$ cat src/mulu_logic_store_pkg.sv
package mulu_logic_store_pkg;
  localparam int XLEN = 64;
  localparam int HALF = 32;
  localparam logic [5:0] OPC_SPECIAL = 6'h00;
  localparam logic [5:0] OPC_ORI = 6'h0d;
  localparam logic [5:0] OPC_SB = 6'h28;
  localparam logic [5:0] OPC_SD = 6'h3f;
  localparam logic [5:0] FN_UNSIGNED_MULTIPLY = 6'h19;
  localparam logic [5:0] FN_OR = 6'h25;
  localparam logic [5:0] FN_NOR = 6'h27;
  localparam int MUL_LATENCY = 3;
  localparam logic [1:0] MUL_CNT_INIT = 2'h2;
  localparam logic [7:0] BYTE_MASK_ONE = 8'h01;
  localparam logic [7:0] BYTE_MASK_ALL = 8'hff;
  localparam logic [63:0] PRODUCT_RESET = 64'h0;
  localparam logic [4:0] EXC_NONE = 5'h00;
  localparam logic [4:0] EXC_ADDR = 5'h01;
  localparam logic [4:0] EXC_RESV = 5'h02;
  localparam logic [4:0] EXC_TLB_REFILL = 5'h04;
  localparam logic [4:0] EXC_TLB_INVALID = 5'h08;
  localparam logic [4:0] EXC_TLB_MOD = 5'h10;
  typedef enum logic [1:0] {MUL_IDLE = 2'b00, MUL_BUSY = 2'b01, MUL_DONE = 2'b11} mul_state_t;
endpackage

$ cat src/mulu_logic_store_exec.sv
`timescale 1ns/1ps
module mulu_logic_store_exec
  import mulu_logic_store_pkg::*;
(
  input  wire logic              core_clk,
  input  wire logic              nrst,
  input  wire logic              instrValid,
  input  wire logic [31:0]       instrWord,
  input  wire logic [XLEN-1:0]   firstSourceVal,
  input  wire logic [XLEN-1:0]   secondSourceVal,
  input  wire logic              mode64,
  input  wire logic              userOrSupervisor,
  input  wire logic              cpuBigEndianFlag,
  input  wire logic              userEndianSwapFlag,
  input  wire logic              xlatRefill,
  input  wire logic              xlatInvalid,
  input  wire logic              xlatModify,
  input  wire logic              busError,
  output logic                   destWrite,
  output logic [4:0]             destIndex,
  output logic [XLEN-1:0]        destData,
  output logic                   memWrite,
  output logic [XLEN-1:0]        memAddr,
  output logic [XLEN-1:0]        memData,
  output logic [7:0]             memByteEnable,
  output logic [2:0]             memPhysLaneXor,
  output logic                   excValid,
  output logic [4:0]             excCode,
  output logic                   busErrorReport,
  output logic                   mulBusy,
  output logic                   mulDone,
  output logic [XLEN-1:0]        upperProductReg,
  output logic [XLEN-1:0]        bottomProductReg
);
  logic [5:0]      opcode;
  logic [5:0]      funct;
  logic [4:0]      srcT;
  logic [4:0]      dstD;
  logic [15:0]     imm;
  logic [XLEN-1:0] effAddr;
  logic [2:0]      lane;
  logic            isSpecial;
  logic            mulStart;

  logic            next_destWrite;
  logic [4:0]      next_destIndex;
  logic [XLEN-1:0] next_destData;
  logic            next_memWrite;
  logic [XLEN-1:0] next_memAddr;
  logic [XLEN-1:0] next_memData;
  logic [7:0]      next_memByteEnable;
  logic [2:0]      next_memPhysLaneXor;
  logic            next_excValid;
  logic [4:0]      next_excCode;
  logic            next_busErrorReport;

  assign opcode    = instrWord[31:26];
  assign funct     = instrWord[5:0];
  assign srcT      = instrWord[20:16];
  assign dstD      = instrWord[15:11];
  assign imm       = instrWord[15:0];
  assign isSpecial = (opcode == OPC_SPECIAL);
  // Base plus sign-extended offset
  assign effAddr   = firstSourceVal + {{(XLEN-16){imm[15]}}, imm};
  // Lane flipped for big-endian core
  assign lane      = effAddr[2:0] ^ {3{cpuBigEndianFlag}};
  // Back-to-back starts while busy are dropped; software spacing covers it
  assign mulStart  = instrValid && isSpecial && (funct == FN_UNSIGNED_MULTIPLY) && !mulBusy;

  product_unit u_product (
    .core_clk      (core_clk),
    .nrst          (nrst),
    .start         (mulStart),
    .mode64        (mode64),
    .opA           (firstSourceVal),
    .opB           (secondSourceVal),
    .busy          (mulBusy),
    .done          (mulDone),
    .upperProduct  (upperProductReg),
    .bottomProduct (bottomProductReg)
  );

  always_comb begin
    next_destWrite      = 1'b0;
    next_destIndex      = 5'h00;
    next_destData       = '0;
    next_memWrite       = 1'b0;
    next_memAddr        = memAddr;
    next_memData        = memData;
    next_memByteEnable  = 8'h00;
    next_memPhysLaneXor = 3'h0;
    next_excValid       = 1'b0;
    next_excCode        = EXC_NONE;
    // Translation faults come back the cycle a store is issued
    next_busErrorReport = 1'b0;
    if (instrValid) begin
      if (isSpecial && funct == FN_NOR) begin
        next_destWrite = 1'b1;
        next_destIndex = dstD;
        next_destData  = ~(firstSourceVal | secondSourceVal);
      end else if (isSpecial && funct == FN_OR) begin
        next_destWrite = 1'b1;
        next_destIndex = dstD;
        next_destData  = firstSourceVal | secondSourceVal;
      end else if (opcode == OPC_ORI) begin
        next_destWrite = 1'b1;
        next_destIndex = srcT;
        next_destData  = firstSourceVal | {{(XLEN-16){1'b0}}, imm};
      end else if (opcode == OPC_SB || opcode == OPC_SD) begin
        next_memAddr        = effAddr;
        next_memPhysLaneXor = {3{userEndianSwapFlag}};
        if (opcode == OPC_SD && !mode64 && userOrSupervisor) begin
          next_excValid = 1'b1;
          next_excCode  = EXC_RESV;
        end else if (opcode == OPC_SD && effAddr[2:0] != 3'h0) begin
          next_excValid = 1'b1;
          next_excCode  = EXC_ADDR;
        end else if (xlatRefill || xlatInvalid || xlatModify) begin
          next_excValid = 1'b1;
          next_excCode  = xlatRefill ? EXC_TLB_REFILL : (xlatInvalid ? EXC_TLB_INVALID : EXC_TLB_MOD);
        end else begin
          next_memWrite = 1'b1;
          if (opcode == OPC_SB) begin
            next_memData       = secondSourceVal << {lane, 3'b000};
            next_memByteEnable = BYTE_MASK_ONE << lane;
          end else begin
            next_memData       = secondSourceVal;
            next_memByteEnable = BYTE_MASK_ALL;
          end
        end
      end
    end
    // Bus error arrives after the write went out; reported on its own
    if (busError) begin
      next_busErrorReport = 1'b1;
    end
  end

  always_ff @(posedge core_clk or negedge nrst) begin
    if (!nrst) begin
      destWrite      <= 1'b0;
      destIndex      <= 5'h00;
      destData       <= '0;
      memWrite       <= 1'b0;
      memAddr        <= '0;
      memData        <= '0;
      memByteEnable  <= 8'h00;
      memPhysLaneXor <= 3'h0;
      excValid       <= 1'b0;
      excCode        <= EXC_NONE;
      busErrorReport <= 1'b0;
    end else begin
      destWrite      <= next_destWrite;
      destIndex      <= next_destIndex;
      destData       <= next_destData;
      memWrite       <= next_memWrite;
      memAddr        <= next_memAddr;
      memData        <= next_memData;
      memByteEnable  <= next_memByteEnable;
      memPhysLaneXor <= next_memPhysLaneXor;
      excValid       <= next_excValid;
      excCode        <= next_excCode;
      busErrorReport <= next_busErrorReport;
    end
  end
endmodule

$ cat src/product_unit.sv
`timescale 1ns/1ps
module product_unit
  import mulu_logic_store_pkg::*;
(
  input  wire logic              core_clk,
  input  wire logic              nrst,
  input  wire logic              start,
  input  wire logic              mode64,
  input  wire logic [XLEN-1:0]   opA,
  input  wire logic [XLEN-1:0]   opB,
  output logic                   busy,
  output logic                   done,
  output logic [XLEN-1:0]        upperProduct,
  output logic [XLEN-1:0]        bottomProduct
);
  mul_state_t state;
  mul_state_t next_state;
  logic [1:0]  cnt;
  logic [1:0]  next_cnt;
  logic [63:0] prod;
  logic [63:0] next_prod;
  logic [XLEN-1:0] next_upper;
  logic [XLEN-1:0] next_bottom;
  logic        is64;
  logic        next_is64;

  always_comb begin
    next_state  = state;
    next_cnt    = cnt;
    next_prod   = prod;
    next_is64   = is64;
    next_upper  = upperProduct;
    next_bottom = bottomProduct;
    case (state)
      MUL_IDLE: begin
        if (start) begin
          // Only low halves used, zero-extended: unsigned
          next_prod  = {32'h0, opA[HALF-1:0]} * {32'h0, opB[HALF-1:0]};
          next_is64  = mode64;
          next_cnt   = MUL_CNT_INIT;
          next_state = MUL_BUSY;
        end
      end
      MUL_BUSY: begin
        // Product regs undefined for two cycles; old value simply held
        next_cnt = cnt - 2'h1;
        if (cnt == 2'h1) begin
          next_state = MUL_DONE;
        end
      end
      MUL_DONE: begin
        // No overflow path exists at all
        next_bottom = is64 ? {{HALF{prod[31]}}, prod[31:0]} : {32'h0, prod[31:0]};
        next_upper  = is64 ? {{HALF{prod[63]}}, prod[63:32]} : {32'h0, prod[63:32]};
        next_state  = MUL_IDLE;
      end
      default: next_state = MUL_IDLE;
    endcase
  end

  always_ff @(posedge core_clk or negedge nrst) begin
    if (!nrst) begin
      state         <= MUL_IDLE;
      cnt           <= 2'h0;
      prod          <= PRODUCT_RESET;
      is64          <= 1'b0;
      upperProduct  <= PRODUCT_RESET;
      bottomProduct <= PRODUCT_RESET;
      busy          <= 1'b0;
      done          <= 1'b0;
    end else begin
      state         <= next_state;
      cnt           <= next_cnt;
      prod          <= next_prod;
      is64          <= next_is64;
      upperProduct  <= next_upper;
      bottomProduct <= next_bottom;
      busy          <= (next_state != MUL_IDLE);
      done          <= (state == MUL_DONE);
    end
  end
endmodule

$ cat config.mk
export PLATFORM = sky130hd
export DESIGN_NAME = mulu_logic_store_exec
export DESIGN_NICKNAME = d
export VERILOG_FILES = /design/src/mulu_logic_store_pkg.sv /design/src/mulu_logic_store_exec.sv /design/src/product_unit.sv
export SDC_FILE = /design/constraint.sdc
export NUM_CORES = 2
export LEC_CHECK = 0
export ABC_AREA = 1
export BUFFER_PORTS_ARGS = -buffer_cell sky130_fd_sc_hd__buf_2
export CELL_PAD_IN_SITES_DETAIL_PLACEMENT = 0
export CELL_PAD_IN_SITES_GLOBAL_PLACEMENT = 2
export CORE_ASPECT_RATIO = 1.2
export CORE_MARGIN = 4
export CORE_UTILIZATION = 38
export DETAILED_ROUTE_END_ITERATION = 8
export GPL_TIMING_DRIVEN = 1
export PLACE_DENSITY_LB_ADDON = 0.1
export SLEW_MARGIN = 20
export SYNTH_ARGS = -nofsm -noshare
export SYNTH_HDL_FRONTEND = slang
export SYNTH_SLANG_ARGS = --single-unit
$ cat constraint.sdc
create_clock -name core_clk -period 2.35 [get_ports core_clk]
set_input_delay 0.1175 -clock core_clk [delete_from_list [all_inputs] [get_ports core_clk]]
set_output_delay 0.1175 -clock core_clk [all_outputs]
set_load 0.01 [all_outputs]
==> impl_metrics.py <==
metrics = {
    "critical_path": {
        "crit_fanout": 6,
        "critPathLaunchType": "primary input",
        "crit_type": "in -> reg",
        "reg2reg_depth": 8,
        "r2r-start": "u_product.state[1]",
        "crit_required_ps": 2860,
        "cp_slowest_stage_delay_ps": 630,
        "path_depth": 27,
        "cpMaxStageDelayCell": "fa_2",
        "worst_r2r_endpoint": "u_product.prod[32]",
        "critPathTopFamily": "adder cells",
        "crit_path_end_kind": "flip-flop",
        "crit_buf_inv": 7,
        "critPathMostFrequentCell": "fa_1",
        "critical_path_arrival_ps": 6380,
        "rrSetupSlack_ps": 410,
    },
    "synthesis": {
        "muxShareOfSynthArea_pct": 0,
        "avgSynthCellArea_sq_um": 7.042,
        "synthArstFlopShare_pct": 100.0,
        "synth_top_family_by_area": "adder cells",
        "ys_ff_latch": 352,
        "synth_cell_type_count": 44,
        "synth_compound_area_share_pct": 5.563,
        "synth_edf_count": 0,
        "synth-main-ff-cell": "dfrtp_1",
        "synthCells": 8266,
        "synth_seq_area_share_pct": 15.13,
        "synthAdderAreaFrac_pct": 38.22,
        "synth_xor_area_share_pct": 0.8813,
        "yosysWarnings": 0,
        "synth_nets": 9677,
        "synth_area_sq_um": 58210,
        "yosys.area_share.simple_pct": 22.81,
    },
    "grt": {
        "grt.total_usage_pct": 30.16,
        "grt_max_degree": 97,
        "gr-total-overflow": 0,
        "grt_pass1_wl_um": 360200,
        "antenna_found_initial": 20,
        "first_global_vias": 58189,
    },
    "placed_design": {
        "place_inst": 11201,
        "portBuffers": 512,
        "placed_cell_area_sq_um": 69650,
        "dpl.hpwl_um": 199800,
        "finalWeightedCongestion": 0.9556,
    },
    "timing": {
        "timing.slew.headroom_pct": 43.71,
        "setup_viol": 61,
        "min_period_ps": 5864,
        "clock.fmax_ghz": 0.1705,
        "rsz0062_at_grt": "yes",
        "finalCritPeriodShare_pct": 249.6,
        "setup_tns_ps": -186340,
        "hold_violations": 0,
        "skew_ps": 61.92,
        "worst_slack_ps": -3514,
        "report.final.slew_viol_count": 0,
        "worstMarginPinSlew_ps": 844.3,
    },
    "floorplanning": {
        "coreArea_sq_um": 152400,
        "pin_count": 518,
        "start_util_pct": 38.18,
        "num_rows": 157,
        "die_w_um": 365.3,
        "fp.dieH_um": 436.7,
        "die-area_sq_um": 159500,
    },
    "outcome": {
        "failed_checks": "setup timing",
        "run_status": "complete, but fails checks",
    },
    "layout": {
        "seq_area_sq_um": 8808,
        "final_cell_area_sq_um": 77040,
        "multi_input_area_sq_um": 42650,
        "post_route_cells_drive_above_1_share_pct": 24.67,
        "area_delta_synth_final_pct": 32.36,
        "fin_cells": 11509,
        "fill_cells": 15423,
        "finalNetCount": 10893,
    },
    "drt": {
        "wl_met3_um": 11670,
        "wl_per_cell_um": 20.87,
        "antenna_left": 0,
        "top_layer": "met5",
        "route.detailed.drc": 0,
        "drt-pass1-iter-count": 7,
        "met1_length_um": 90770,
        "wl_met2_um": 124700,
        "via_per_inst": 4.749,
        "drt_iter0_drc": 2761,
        "vias": 54659,
        "wl_um": 240200,
    },
    "cts": {
        "cts.path.max_buffers": 3,
        "cts_sinks": 352,
        "worstSkewPairLatency_ps": 680,
        "cts_buffers": 44,
        "path_clk_slew_ps": 60,
        "cts_tree": "yes",
        "ctsHtreeMaxLevel": 2,
        "clock-root-buffer": "clkbuf_16",
    },
    "flow_run": {
        "drv_cap": 0,
    },
    "min_path": {
        "min_from": "secondSourceVal[26]",
        "worstHoldPathCells": 4,
        "hp-class": "in -> reg",
        "min_to": "memData[26]",
    },
}
[flip-flops by register name, summed over array words and instances (netlist names)]
register and cells:
memData 64, u_product.state 2, destWrite 1, u_product.is64 1, memPhysLaneXor 1, u_product.cnt 2
memWrite 1, memAddr 64, destData 64, u_product.done 1, u_product.bottomProduct 33, excValid 1
busErrorReport 1, u_product.busy 1, u_product.prod 64, excCode 5, u_product.upperProduct 33, memByteEnable 8
destIndex 5
[how the worst max path moves through the flow]
stage / start / endpoint / slack (ps)
floorplan: firstSourceVal[18] / u_product.prod[62] / -3560
global placement: firstSourceVal[19] / u_product.prod[53] / -4640
detailed placement: secondSourceVal[10] / u_product.prod[53] / -4640
CTS: firstSourceVal[21] / u_product.prod[54] / -3450
global route: secondSourceVal[11] / u_product.prod[61] / -3790
finish: firstSourceVal[13] / u_product.prod[61] / -3510
[worst min-delay path, stage by stage]
cell     delay (ps)
buf_6           160
buf_4           180
a21oi_1          80
o21ai_1         110
[what timing repair did]
item / CTS / global route
gates cloned: 10 / 2
buffers inserted: 51 / 42
setup endpoints to repair: 60 / 74
endpoints found under the hold margin: 338 / 0
gates resized for setup: 650 / 393
pin swaps: 270 / 273
hold buffers: 124 / 0
[area by class of cell]
| class | count | share of cell area [%] |
|---|---|---|
| Multi-Input combinational cell | 5302 | 55.37 |
| Sequential cell | 352 | 11.43 |
| Tap cell | 1987 | 3.227 |
| Inverter | 2179 | 10.66 |
| Timing Repair Buffer | 1603 | 17.25 |
| Clock inverter | 25 | 0.5018 |
| Clock buffer | 54 | 1.543 |
| Antenna cell | 7 | 0.02274 |
[stage by stage]
| step | setup slack [ps] | util (%) | hold WS (ps) |
|---|---|---|---|
| after floorplan | -3563 | - | -178.1 |
| after global placement | -4636 | 45.69 | 135.4 |
| after detailed placement | -4636 | 45.69 | 139.9 |
| after CTS | -3448 | 49.43 | 0.3914 |
| after global routing | -3788 | 50.53 | 31.73 |
| final | -3514 | 50.54 | 25.52 |
[cell usage in the layout (no fill, tap or decap), types with 47 or more instances in the layout]
master	instances
ha_1	272
inv_2	163
nor2_1	316
nor2_4	47
fa_2	85
ha_4	68
buf_12	97
nand2_2	193
nand3_1	143
inv_1	2001
fa_1	812
o21ai_0	217
a21oi_1	211
nand2_1	2475
nand2_4	74
buf_2	459
buf_6	114
dlygate4sd3_1	124
buf_4	770
dfrtp_1	352
[cell usage after synthesis (3+ instances only)]
cell	number	area share, %
nand4_1	32	0.34
clkbuf_1	326	2.1
xor2_1	5	0.075
o21ai_1	10	0.086
o21bai_1	12	0.15
a211oi_1	5	0.064
buf_6	5	0.097
nand3_1	181	1.6
buf_1	9	0.058
nand2_1	2745	18
a22oi_1	20	0.26
or2_2	6	0.064
o21a_1	11	0.14
o22ai_1	14	0.15
nor4_1	5	0.054
nor2_1	380	2.5
ha_1	343	7.4
a21oi_1	241	2.1
nor3_1	34	0.29
xnor2_1	48	0.72
inv_2	5	0.032
dfrtp_1	352	15
inv_1	2170	14
nand3b_1	15	0.19
buf_4	65	0.84
clkinv_1	3	0.019
o211ai_1	14	0.18
fa_1	897	31
o22a_1	11	0.17
o21ai_0	255	2.2
buf_2	28	0.24
[metal layers]
| metal | track usage, % | vias to the layer above |
|---|---|---|
| li1 | - | 26131 |
| met5 | 0 | - |
| met3 | 4.438 | 432 |
| met1 | 34.24 | 26673 |
| met4 | 12.61 | 10 |
| met2 | 55.95 | 1413 |
[cell families after synthesis]
group,after synthesis
flip-flops,352
AO/OA/AOI/OAI,598
XOR/XNOR,56
AND/OR/NAND/NOR,3408
buffers and inverters,2612
adder cells (fa/ha/maj),1240
Power is left out: the tool's default activity adds up to more than one toggle a clock period on the data nets, which glitch-free logic cannot reach.
